### config.mk
export PLATFORM = sky130hd
export DESIGN_NAME = touch_conversion_rate_scheduler
export DESIGN_NICKNAME = d
export VERILOG_FILES = /design/src/common/tcr_pkg.sv /design/src/design/touch_conversion_rate_scheduler.sv /design/src/design/sync2.sv /design/src/design/tick_gen.sv
export SDC_FILE = /design/constraint.sdc
export NUM_CORES = 1
export LEC_CHECK = 0
export BUFFER_PORTS_ARGS = -buffer_cell sky130_fd_sc_hd__buf_2
export CAP_MARGIN = 0
export CORE_ASPECT_RATIO = 1.5
export CORE_MARGIN = 2
export CORE_UTILIZATION = 55
export CTS_CLUSTER_DIAMETER = 40
export DETAILED_ROUTE_END_ITERATION = 7
export PLACE_DENSITY = 0.8
export SYNTH_ARGS = -nofsm -noshare
export SYNTH_HDL_FRONTEND = slang
export SYNTH_SLANG_ARGS = --single-unit
### constraint.sdc
create_clock -name clk_in -period 5.25 [get_ports clk_in]
set_clock_uncertainty 0.1 [all_clocks]
set_input_delay 0.525 -clock clk_in [delete_from_list [all_inputs] [get_ports clk_in]]
set_output_delay 0.525 -clock clk_in [all_outputs]
set_load 0.02 [all_outputs]
### src/common/tcr_pkg.sv
// shared constants and types for the touch conversion rate scheduler
package tcr_pkg;
  // oscillator rate and conversion timing
  localparam int CLK_MHZ     = 100;
  localparam int OVH_CYC     = 47;
  localparam int ADC_CYC     = 21;
  localparam int FIN_CYC     = 1;
  localparam int DLY_MIN_NS  = 500;
  localparam int DLY_MAX_NS  = 18_190_000;
  localparam int DLY_MIN_CYC = (DLY_MIN_NS * CLK_MHZ + 999) / 1000;
  localparam int DLY_MAX_CYC = (DLY_MAX_NS / 1000) * CLK_MHZ;
  localparam int AVG_SHIFT   = 4;
  // widths
  localparam int NCH    = 5;
  localparam int DLY_W  = 21;
  localparam int RATE_W = 24;
  localparam int ADC_W  = 12;
  localparam int ACC_W  = 15;
  // register byte offsets
  localparam logic [7:0] OFS_CTRL   = 8'h00;
  localparam logic [7:0] OFS_CHMASK = 8'h04;
  localparam logic [7:0] OFS_TS0    = 8'h08;
  localparam logic [7:0] OFS_TS2    = 8'h0C;
  localparam logic [7:0] OFS_RATE   = 8'h10;
  localparam logic [7:0] OFS_PSCAN  = 8'h14;
  localparam logic [7:0] OFS_PTHR   = 8'h18;
  localparam logic [7:0] OFS_STAT   = 8'h1C;
  localparam logic [7:0] OFS_ISTAT  = 8'h20;
  localparam logic [7:0] OFS_IMASK  = 8'h24;
  localparam logic [7:0] OFS_TCOM   = 8'h28;
  localparam logic [7:0] OFS_PROX   = 8'h2C;
  localparam logic [7:0] OFS_DATA0  = 8'h40;
  // field positions
  localparam int CTRL_PEN_TRIGGER = 0;
  localparam int CTRL_FILT        = 1;
  localparam int CTRL_SENSE       = 3;
  localparam int CTRL_GUARD       = 4;
  localparam int IRQ_CONV         = 0;
  localparam int IRQ_PROX         = 1;
  localparam int IRQ_SKIP         = 2;
  localparam int STAT_PEND        = 0;
  localparam int STAT_PROX        = 1;
  localparam int STAT_BUSY        = 2;
  // reset values
  localparam logic [7:0]        RST_CTRL   = 8'h00;
  localparam logic [NCH-1:0]    RST_CHMASK = 5'h03;
  localparam logic [ADC_W-1:0]  RST_PTHR   = 12'h040;
  localparam logic [2:0]        RST_IMASK  = 3'h0;
  // sequencer states
  typedef enum logic [8:0] {
    S_IDLE   = 9'h001,
    S_PENCHK = 9'h002,
    S_OVH    = 9'h004,
    S_BIAS   = 9'h008,
    S_SAMPLE = 9'h010,
    S_SETTLE = 9'h020,
    S_FIN    = 9'h040,
    S_PROX   = 9'h080,
    S_PPROC  = 9'h100
  } state_t;
endpackage

### src/design/touch_conversion_rate_scheduler.sv
// touch conversion sequencer with rate ticks, readout gating and proximity scans
// What this block does
// - no new conversion until masked data read
// - blocked tick is dropped, retry next tick
// - conversion time follows the 47/21 formula
// - samples per channel are 1,3,5,7
// - converts each enabled channel, one to five
// - bias settle delay 0.5us to 18.19ms
// - refilter settle delay 0.5us to 18.19ms
// - readout interval measured in SCL periods
// - proximity wakes each scan interval, one sample
// - proximity gives 12 bit code via ADC
// - sense electrode selectable
// - guard electrode selectable
// - proximity codes reduced to far/close flag
// - offset compensation tracks environment capacitance
// - pen down detection starts conversion
// - end clears pending flag, line low till read when IRQ_CONV is unmasked
//
// The placing of the registers and the Wishbone register port were decided locally.
`timescale 1ns/10ps
`default_nettype none
module touch_conversion_rate_scheduler
  import tcr_pkg::*;
#(
  parameter int DLY_MAX_P = DLY_MAX_CYC
) (
  input  wire logic             clk_in,                      // 100 MHz oscillator
  input  wire logic             srst_in,                     // sync reset
  input  wire logic             wb_cyc_in,                   // wishbone cycle
  input  wire logic             wb_stb_in,                   // wishbone strobe
  input  wire logic             wb_we_in,                    // write enable
  input  wire logic [7:0]       wb_adr_in,                   // byte address
  input  wire logic [3:0]       wb_sel_in,                   // byte lanes
  input  wire logic [31:0]      wb_dat_in,                   // write data
  output logic      [31:0]      wb_dat_out,                  // read data
  output logic                  wb_ack_out,                  // ack
  input  wire logic             pen_down_in,                 // pen detect pin
  input  wire logic             scl_in,                      // link clock pin
  input  wire logic [ADC_W-1:0] adc_data_in,                 // shared adc result
  output logic                  adc_start_out,               // adc start pulse
  output logic                  adc_prox_out,                // adc owned by proximity
  output logic      [2:0]       adc_chan_out,                // channel under conversion
  output logic                  bias_en_out,                 // channel bias on
  output logic                  sense_electrode_select_out,  // 1 external sensor
  output logic                  guard_electrode_select_out,  // 1 external guard
  output logic                  proximity_flag_out,          // 1 close
  output logic                  conversion_pending_flag_out, // conversion running
  output logic                  interrupt_line_low_out,      // low while data wait
  output logic                  irq_out                      // unmasked status pending
);
  typedef struct packed {
    state_t                    st;
    logic [DLY_W-1:0]          cnt;
    logic [2:0]                chan;
    logic [2:0]                samp;
    logic [ACC_W-1:0]          acc;
    logic [NCH-1:0]            cmask;
    logic [NCH-1:0]            unread;
    logic [NCH-1:0][ACC_W-1:0] data;
    logic                      pend;
    logic                      line;
    logic [2:0]                istat;
    logic [2:0]                imask;
    logic                      irq;
    logic [7:0]                ctrl;
    logic [NCH-1:0]            chmask;
    logic [DLY_W-1:0]          ts0;
    logic [DLY_W-1:0]          ts2;
    logic [RATE_W-1:0]         rate;
    logic [RATE_W-1:0]         pscan;
    logic [ADC_W-1:0]          pthr;
    logic                      preq;
    logic                      comp;
    logic                      flag;
    logic [ADC_W-1:0]          praw;
    logic [ADC_W-1:0]          pavg;
    logic [ADC_W:0]            pdiff;
    logic                      scl_q;
    logic [15:0]               tcnt;
    logic [15:0]               tcom;
    logic                      ack;
    logic [31:0]               rdat;
    logic                      adc_start;
    logic                      adc_prox;
    logic                      bias;
  } regs_t;

  regs_t r, n;
  logic  pen_s, scl_s, touch_tick, prox_tick;

  // first enabled channel at or above a start index, NCH when none
  function automatic logic [2:0] next_chan(input logic [NCH-1:0] m, input logic [3:0] from);
    logic [2:0] res;
    res = 3'(NCH);
    for (int i = NCH - 1; i >= 0; i--) begin
      if (m[i] && 4'(i) >= from) begin
        res = 3'(i);
      end
    end
    return res;
  endfunction

  // byte-lane merge of a write into an old value
  function automatic logic [31:0] wmerge(input logic [31:0] old, input logic [3:0] sel, input logic [31:0] d);
    logic [31:0] res;
    res = old;
    for (int b = 0; b < 4; b++) begin
      if (sel[b]) begin
        res[8*b +: 8] = d[8*b +: 8];
      end
    end
    return res;
  endfunction

  // delay setting kept inside the programmable range
  function automatic logic [DLY_W-1:0] clamp_dly(input logic [31:0] v);
    logic [DLY_W-1:0] res;
    if (v < 32'(DLY_MIN_CYC)) begin
      res = DLY_W'(DLY_MIN_CYC);
    end else if (v > 32'(DLY_MAX_P)) begin
      res = DLY_W'(DLY_MAX_P);
    end else begin
      res = v[DLY_W-1:0];
    end
    return res;
  endfunction

  // pins cross into the oscillator domain first
  sync2 #(.W(2)) u_sync (
    .clk_in  (clk_in),
    .srst_in (srst_in),
    .d_in    ({pen_down_in, scl_in}),
    .q_out   ({pen_s, scl_s})
  );

  tick_gen #(.W(RATE_W)) u_touch_tick (
    .clk_in    (clk_in),
    .srst_in   (srst_in),
    .reload_in (r.rate),
    .tick_out  (touch_tick)
  );

  tick_gen #(.W(RATE_W)) u_prox_tick (
    .clk_in    (clk_in),
    .srst_in   (srst_in),
    .reload_in (r.pscan),
    .tick_out  (prox_tick)
  );

  // next-state logic for sequencer, proximity path and register file
  always_comb begin
    logic             req, wr, rd;
    logic [31:0]      wv;
    logic [2:0]       nfilt, nc;
    logic [2:0]       iset, iclr;
    logic [ADC_W:0]   dlt;
    logic             blocked;
    n       = r;
    req     = wb_cyc_in && wb_stb_in && !r.ack;
    wr      = req && wb_we_in;
    rd      = req && !wb_we_in;
    wv      = 32'h0;
    nfilt   = {r.ctrl[CTRL_FILT +: 2], 1'b1};
    nc      = 3'h0;
    iset    = 3'h0;
    iclr    = 3'h0;
    dlt     = '0;
    blocked = 1'b0;
    n.adc_start = 1'b0;
    n.ack       = req;
    n.scl_q     = scl_s;
    if (prox_tick) begin
      n.preq = 1'b1;
    end
    // sequencer
    case (r.st)
      S_IDLE: begin
        blocked = r.unread != '0 || r.chmask == '0 || !r.ctrl[CTRL_PEN_TRIGGER];
        if (touch_tick && !blocked) begin
          n.st = S_PENCHK;
        end else if (n.preq) begin
          n.st       = S_PROX;
          n.preq     = 1'b0;
          n.cnt      = DLY_W'(ADC_CYC - 1);
          n.adc_prox = 1'b1;
          n.adc_start = 1'b1;
          n.pend     = 1'b1;
        end
        if (touch_tick && blocked && r.ctrl[CTRL_PEN_TRIGGER]) begin
          iset[IRQ_SKIP] = 1'b1;
        end
      end
      S_PENCHK: begin
        if (pen_s) begin
          n.st    = S_OVH;
          n.cnt   = DLY_W'(OVH_CYC - 2);
          n.cmask = r.chmask;
          n.pend  = 1'b1;
        end else begin
          n.st = S_IDLE;
        end
      end
      S_OVH: begin
        n.cnt = r.cnt - DLY_W'(1);
        if (r.cnt == '0) begin
          n.st   = S_BIAS;
          n.chan = next_chan(r.cmask, 4'h0);
          n.cnt  = r.ts0 - DLY_W'(1);
          n.bias = 1'b1;
          n.acc  = '0;
          n.samp = '0;
        end
      end
      S_BIAS: begin
        n.cnt = r.cnt - DLY_W'(1);
        if (r.cnt == '0) begin
          n.st        = S_SAMPLE;
          n.cnt       = DLY_W'(ADC_CYC - 1);
          n.adc_start = 1'b1;
        end
      end
      S_SAMPLE: begin
        n.cnt = r.cnt - DLY_W'(1);
        if (r.cnt == '0) begin
          n.acc = r.acc + ACC_W'(adc_data_in);
          if (r.samp == nfilt - 3'h1) begin
            n.st  = S_FIN;
            n.cnt = DLY_W'(FIN_CYC - 1);
          end else begin
            n.st   = S_SETTLE;
            n.samp = r.samp + 3'h1;
            n.cnt  = r.ts2 - DLY_W'(1);
          end
        end
      end
      S_SETTLE: begin
        n.cnt = r.cnt - DLY_W'(1);
        if (r.cnt == '0) begin
          n.st        = S_SAMPLE;
          n.cnt       = DLY_W'(ADC_CYC - 1);
          n.adc_start = 1'b1;
        end
      end
      S_FIN: begin
        n.data[r.chan] = r.acc;
        n.bias         = 1'b0; // bias dropped after the last channel, kept on between channels
        nc             = next_chan(r.cmask, 4'(r.chan) + 4'h1);
        if (nc == 3'(NCH)) begin
          n.st     = S_IDLE;
          n.pend   = 1'b0;
          n.unread = r.cmask;
          iset[IRQ_CONV] = 1'b1;
          if (r.imask[IRQ_CONV]) begin
            n.line = 1'b0;
          end
        end else begin
          n.st   = S_BIAS;
          n.chan = nc;
          n.cnt  = r.ts0 - DLY_W'(1);
          n.bias = 1'b1;
          n.acc  = '0;
          n.samp = '0;
        end
      end
      S_PROX: begin
        n.cnt = r.cnt - DLY_W'(1);
        if (r.cnt == '0) begin
          n.st       = S_PPROC;
          n.praw     = adc_data_in;
          n.adc_prox = 1'b0;
        end
      end
      S_PPROC: begin
        // compensation replaces the baseline; tracking freezes while close
        if (r.comp) begin
          n.pavg = r.praw;
          n.comp = 1'b0;
        end else if (!r.flag) begin
          dlt    = {1'b0, r.praw} - {1'b0, r.pavg};
          n.pavg = r.pavg + ADC_W'($signed(dlt) >>> AVG_SHIFT);
        end
        n.pdiff = {1'b0, r.praw} - {1'b0, n.pavg};
        n.flag  = $signed(n.pdiff) > $signed({1'b0, r.pthr});
        if (n.flag != r.flag) begin
          iset[IRQ_PROX] = 1'b1;
        end
        n.pend = 1'b0;
        n.st   = S_IDLE;
      end
      default: begin
        n.st = S_IDLE;
      end
    endcase
    // readout interval in link clock periods
    if (!r.line && scl_s && !r.scl_q) begin
      n.tcnt = r.tcnt + 16'h1;
    end
    if (r.line && !n.line) begin
      n.tcnt = 16'h0;
    end
    // register writes
    if (wr) begin
      case (wb_adr_in)
        OFS_CTRL: begin
          wv     = wmerge({24'h0, r.ctrl}, wb_sel_in, wb_dat_in);
          n.ctrl = wv[7:0];
        end
        OFS_CHMASK: begin
          wv       = wmerge({27'h0, r.chmask}, wb_sel_in, wb_dat_in);
          n.chmask = wv[NCH-1:0];
        end
        OFS_TS0: n.ts0 = clamp_dly(wmerge({11'h0, r.ts0}, wb_sel_in, wb_dat_in));
        OFS_TS2: n.ts2 = clamp_dly(wmerge({11'h0, r.ts2}, wb_sel_in, wb_dat_in));
        OFS_RATE: begin
          wv     = wmerge({8'h0, r.rate}, wb_sel_in, wb_dat_in);
          n.rate = wv[RATE_W-1:0];
        end
        OFS_PSCAN: begin
          wv      = wmerge({8'h0, r.pscan}, wb_sel_in, wb_dat_in);
          n.pscan = wv[RATE_W-1:0];
          if (r.pscan == '0 && wv[RATE_W-1:0] != '0) begin
            n.comp = 1'b1; // startup compensation
          end
        end
        OFS_PTHR: begin
          wv     = wmerge({20'h0, r.pthr}, wb_sel_in, wb_dat_in);
          n.pthr = wv[ADC_W-1:0];
        end
        OFS_ISTAT: iclr = wb_sel_in[0] ? wb_dat_in[2:0] : 3'h0;
        OFS_IMASK: begin
          wv      = wmerge({29'h0, r.imask}, wb_sel_in, wb_dat_in);
          n.imask = wv[2:0];
        end
        default: begin
        end
      endcase
    end
    // register reads; data reads retire their unread bit
    n.rdat = 32'h0;
    if (rd) begin
      case (wb_adr_in)
        OFS_CTRL:   n.rdat = {24'h0, r.ctrl};
        OFS_CHMASK: n.rdat = {27'h0, r.chmask};
        OFS_TS0:    n.rdat = {11'h0, r.ts0};
        OFS_TS2:    n.rdat = {11'h0, r.ts2};
        OFS_RATE:   n.rdat = {8'h0, r.rate};
        OFS_PSCAN:  n.rdat = {8'h0, r.pscan};
        OFS_PTHR:   n.rdat = {20'h0, r.pthr};
        OFS_STAT:   n.rdat = {24'h0, r.unread, r.st != S_IDLE, r.flag, r.pend};
        OFS_ISTAT:  n.rdat = {29'h0, r.istat};
        OFS_IMASK:  n.rdat = {29'h0, r.imask};
        OFS_TCOM:   n.rdat = {16'h0, r.tcom};
        OFS_PROX:   n.rdat = {3'h0, r.pdiff, r.flag, 3'h0, r.praw};
        default: begin
          for (int i = 0; i < NCH; i++) begin
            if (wb_adr_in == OFS_DATA0 + 8'(4 * i)) begin
              n.rdat      = {17'h0, r.data[i]};
              // a result landing in this cycle keeps its unread bit
              if (!iset[IRQ_CONV]) begin
                n.unread[i] = 1'b0;
              end
            end
          end
        end
      endcase
    end
    // line released once every masked channel is read
    if (!r.line && n.unread == '0) begin
      n.line = 1'b1;
      n.tcom = n.tcnt;
    end
    // sticky status: a set in the clearing cycle wins
    n.istat = (r.istat & ~iclr) | iset;
    n.irq   = |(n.istat & n.imask);
  end

  // the whole state registers here
  always_ff @(posedge clk_in) begin
    if (srst_in) begin
      r        <= '0;
      r.st     <= S_IDLE;
      r.line   <= 1'b1;
      r.ctrl   <= RST_CTRL;
      r.chmask <= RST_CHMASK;
      r.ts0    <= DLY_W'(DLY_MIN_CYC);
      r.ts2    <= DLY_W'(DLY_MIN_CYC);
      r.pthr   <= RST_PTHR;
      r.imask  <= RST_IMASK;
    end else begin
      r <= n;
    end
  end

  assign wb_dat_out                  = r.rdat;
  assign wb_ack_out                  = r.ack;
  assign adc_start_out               = r.adc_start;
  assign adc_prox_out                = r.adc_prox;
  assign adc_chan_out                = r.chan;
  assign bias_en_out                 = r.bias;
  assign sense_electrode_select_out  = r.ctrl[CTRL_SENSE];
  assign guard_electrode_select_out  = r.ctrl[CTRL_GUARD];
  assign proximity_flag_out          = r.flag;
  assign conversion_pending_flag_out = r.pend;
  assign interrupt_line_low_out      = r.line;
  assign irq_out                     = r.irq;

  // helper: cycles since pen check, and the expected conversion length
  logic [31:0] len_r, exp_len;
  always_ff @(posedge clk_in) begin
    if (srst_in) begin
      len_r <= 32'h0;
    end else begin
      len_r <= (r.st == S_PENCHK) ? 32'h1 : len_r + 32'h1;
    end
  end
  always_comb begin
    int nf;
    nf      = 2 * int'(r.ctrl[CTRL_FILT +: 2]) + 1;
    exp_len = 32'(OVH_CYC + $countones(r.cmask) * (int'(r.ts0) + (nf - 1) * int'(r.ts2) + ADC_CYC * nf + 1));
  end
endmodule
`default_nettype wire

### src/design/sync2.sv
// two flip-flop synchroniser for pin inputs
`timescale 1ns/10ps
`default_nettype none
module sync2 #(
  parameter int W = 1
) (
  input  wire logic         clk_in,   // block clock
  input  wire logic         srst_in,  // sync reset
  input  wire logic [W-1:0] d_in,     // async level
  output logic      [W-1:0] q_out     // synced level
);
  logic [W-1:0] meta_r;
  // first stage feeds only the second stage
  always_ff @(posedge clk_in) begin
    if (srst_in) begin
      meta_r <= '0;
      q_out  <= '0;
    end else begin
      meta_r <= d_in;
      q_out  <= meta_r;
    end
  end
endmodule
`default_nettype wire

### src/design/tick_gen.sv
// reloadable down counter giving periodic one-cycle ticks
`timescale 1ns/10ps
`default_nettype none
module tick_gen #(
  parameter int W = 24
) (
  input  wire logic         clk_in,    // block clock
  input  wire logic         srst_in,   // sync reset
  input  wire logic [W-1:0] reload_in, // period in cycles, 0 stops
  output logic              tick_out   // one-cycle tick
);
  logic [W-1:0] cnt_r;
  // zero reload parks the counter so no tick escapes
  always_ff @(posedge clk_in) begin
    if (srst_in || reload_in == '0) begin
      cnt_r    <= '0;
      tick_out <= 1'b0;
    end else if (cnt_r == '0) begin
      cnt_r    <= reload_in - W'(1);
      tick_out <= 1'b1;
    end else begin
      cnt_r    <= cnt_r - W'(1);
      tick_out <= 1'b0;
    end
  end
endmodule
`default_nettype wire

==> summary.txt <==
Floorplan
  – Die Width: 170 um
  – DIE AREA: between 40000 and 50000 sq um
  – Initial core utilization: 55.6%
  – # IOs: around 110
  – Std cell rows: 91
  – Die H: 254 um
  – Core ar.: ~40000 sq um

Synthesis
  – Post-synth EDFFs: 0
  – Cells after synthesis: 2892
  – Yosys cell types: 86
  – Syn avg cell area: 7.91 sq um
  – Async set-reset flop share out of synthesis: 0%
  – Main synth FF type: dfxtp_1
  – Number of synthesized register bits: 420
  – Post-synthesis sequential area ratio: 36.8%
  – Syn Std Cell Area: roughly 23000 sq um
  – Warnings from Yosys: 0

Run
  – Number of max-cap violations: 0

GRT
  – Grt ovf: 0
  – GRT Util Overall: 36.6%
  – Initial antenna violation count: 2
  – Vias in the first global route: 22200
  – Largest net degree at the start of global routing: roughly 120
  – First-pass GRT wire length: about 120 mm

Clock tree
  – Clk slew on worst S/H paths: 0.06 ns
  – H-Tree Depth: 2
  – Clk_lat worst skew: 0.60 ns
  – Max Root-Sink Buffers: 3
  – Hold bufs inserted after CTS: 0
  – Inserted Clock Buffers: 48
  – CTS tree: done
  – Sink Count: 420
  – Root buf cell: clkbuf_16

Finish
  – Multi-input logic area: 13500 sq um
  – Area growth syn-to-layout: 14.8%
  – Nets@finish: roughly 3100
  – Number of fill cells in the layout: between 3000 and 4000
  – FF+latch area: 8410 sq um
  – Cell Count, Final, Fillers Out: 3584
  – N_diodes: 0
  – Ratio of cells with drive above 1 in the final layout: 14.3%
  – Final instance area: 26200 sq um

Setup path
  – CP Launch Type: flop
  – CP max stage cell: o311ai_4
  – Slowest stage delay, CP: 0.40 ns
  – Required @ worst endpoint: 5.63 ns
  – Critical Path AT: 6.15 ns
  – Setup crit end kind: flop
  – Crit-path max FO: 4
  – Crit Path Class: reg -> reg

STA
  – RSZ-0062 raised after global routing: yes
  – Worst-margin pin slew: approximately 1.1 ns
  – Max-slew violations: 0
  – Worst hold slack: 0.0508 ns
  – Sum Neg Setup Slack: -1.50 ns
  – Final Cycle Share: 110%
  – Finish-stage setup viols: 3
  – F_max: 0.173 GHz
  – Final Hold Vio Count: 0
  – Crit path time final: 5.77 ns
  – Slew margin rel.: between 20% and 30%
  – PnR worst setup slack: -0.524 ns

Routing
  – Wirelength per Cell: 22.6 um
  – First-iteration detailed-routing DRC count: 2045
  – Routed via count: 23100
  – Via/cell ratio: 6.44
  – Post-route ant nets: 0
  – Drt drc: 0
  – Drt pass-1 iters: 6
  – WL final: 81.0 mm

Placed design
  – GP Congestion: 0.997
  – DP HPWL: 59.4 mm
  – Number of buffers added on ports: 104
  – Placed cell count: 3481
  – Placed Area: 24200 sq um

Worst hold path
  – Worst Hold Class: in -> reg

Power
  – Peak VDD IR: 0.304 mV
  – Total power after layout: 7080 uW
  – Power per cell area: 270 nW/um^2
  – Lkg Pwr: 0.0102 uW

Status
  – Violated checks: negative setup slack
  – Outcome: complete, but fails checks
where the power goes:
part | total [uW] | switching (uW) | internal, uW | leakage (uW)
clock network | 3620 | 1480 | 2140 | 0.000847
logic | 261 | 188 | 72.8 | 0.00596
registers | 3190 | 3.20 | 3190 | 0.00338
total | 7080 | 1670 | 5400 | 0.0102
per-layer routing:
layer / track usage (%) / wire length, um
met4: 30.2 / 7920
met5: 0 / 30
met2: 62.3 / 38300
met3: 6.03 / 5840
met1: 39.8 / 28900
synthesized netlist by cell type, drive strengths merged (29+ instances only):
cell type  count  share of area (%)
dfxtp        420                 37
nand2        385                6.3
a21oi        307                6.7
nor2         289                4.8
clkbuf       142                2.3
nand3        119                2.6
o21ai         93                2.0
nor3          78                1.8
inv           76                1.2
ha            71                3.9
xnor2         70                2.7
mux2i         59                2.6
a22oi         58                1.9
buf           55                1.6
xor2          49                1.9
nor4          41                1.3
and3          36               0.99
or3           31               0.85
nand2b        29               0.79
area by class of cell:
cell class / instances / area share [%]
clock buffers: 59 / 5.08
clock inverters: 30 / 1.53
inverters: 78 / 1.12
multi-input cells: 2199 / 51.6
flip-flops and latches: 420 / 32.1
well taps: 558 / 2.66
repair buffers: 240 / 5.98
worst paths after layout:
check | start | endpoint | slack [ns] | cells after the start
worst max-delay path | r[84]$_SDFFE_PP0P_ | irq_out$_SDFF_PP0_ | -0.52 | 28
worst min-delay path | pen_down_in | u_sync.meta_r[1]$_SDFF_PP0_ | 0.05 | 2
worst min register to register | u_sync.meta_r[0]$_SDFF_PP0_ | u_sync.q_out[0]$_SDFF_PP0_ | 0.35 | 1
worst max register to register | r[84]$_SDFFE_PP0P_ | irq_out$_SDFF_PP0_ | -0.52 | 28
cells by family (layout without fill, tap and decap cells):
family	count (synthesis)	count (layout)	synth area share, %
AOI/OAI and AO/OA	796	796	22.9
xor gates and xnor gates	119	119	4.56
adders and majority gates	74	74	4.15
buffers and inverters	275	407	5.22
DFF	420	420	36.8
muxes	65	65	2.88
other	1	3	0.0164
and+or+nand+nor	1142	1142	23.5
layout by cell type (no fill, tap or decap), types with 26 or more instances in the layout:
cell type	netlist	routed
o21ai_0	92	82
a21oi_1	307	297
a21o_1	28	28
mux2i_1	59	59
a221oi_1	26	26
nor4_1	38	38
nand3_1	119	119
o211ai_1	27	27
a22oi_1	58	58
or3_1	31	31
nor3_1	76	73
and3_1	36	36
nand2b_1	29	29
buf_2	7	103
dfxtp_1	420	416
inv_1	76	75
nor2_1	287	280
xnor2_1	70	69
buf_4	38	133
xor2_1	49	48
clkbuf_16	0	49
ha_1	71	65
nand2_1	385	385
through the flow:
stage          utilization [%]  setup WS (ns)
2_1_floorplan                -         -0.134
3_3_place_gp              59.0         -0.472
3_5_place_dp              59.0         -0.576
4_1_cts                   63.5         -0.434
5_1_grt                   63.8         -0.850
6_report                  63.8         -0.524
critical path, delay by kind of cell (launching register included):
family / cells / cell delay [ns]
xor gates and xnor gates: 3 / 0.37
AOI/OAI and AO/OA: 13 / 2.44
buffers and inverters: 2 / 0.19
and+or+nand+nor: 6 / 1.19
DFF: 1 / 0.33
adders and majority gates: 4 / 1.09
repair_timing:
item | CTS | global route
buffers inserted | 9 | 5
endpoints found under the hold margin | 0 | 0
gates cloned | 0 | 0
setup endpoints to repair | 3 | 4
resized for setup | 20 | 25
pin swaps | 24 | 29
Power figures use the tool's default switching activity.
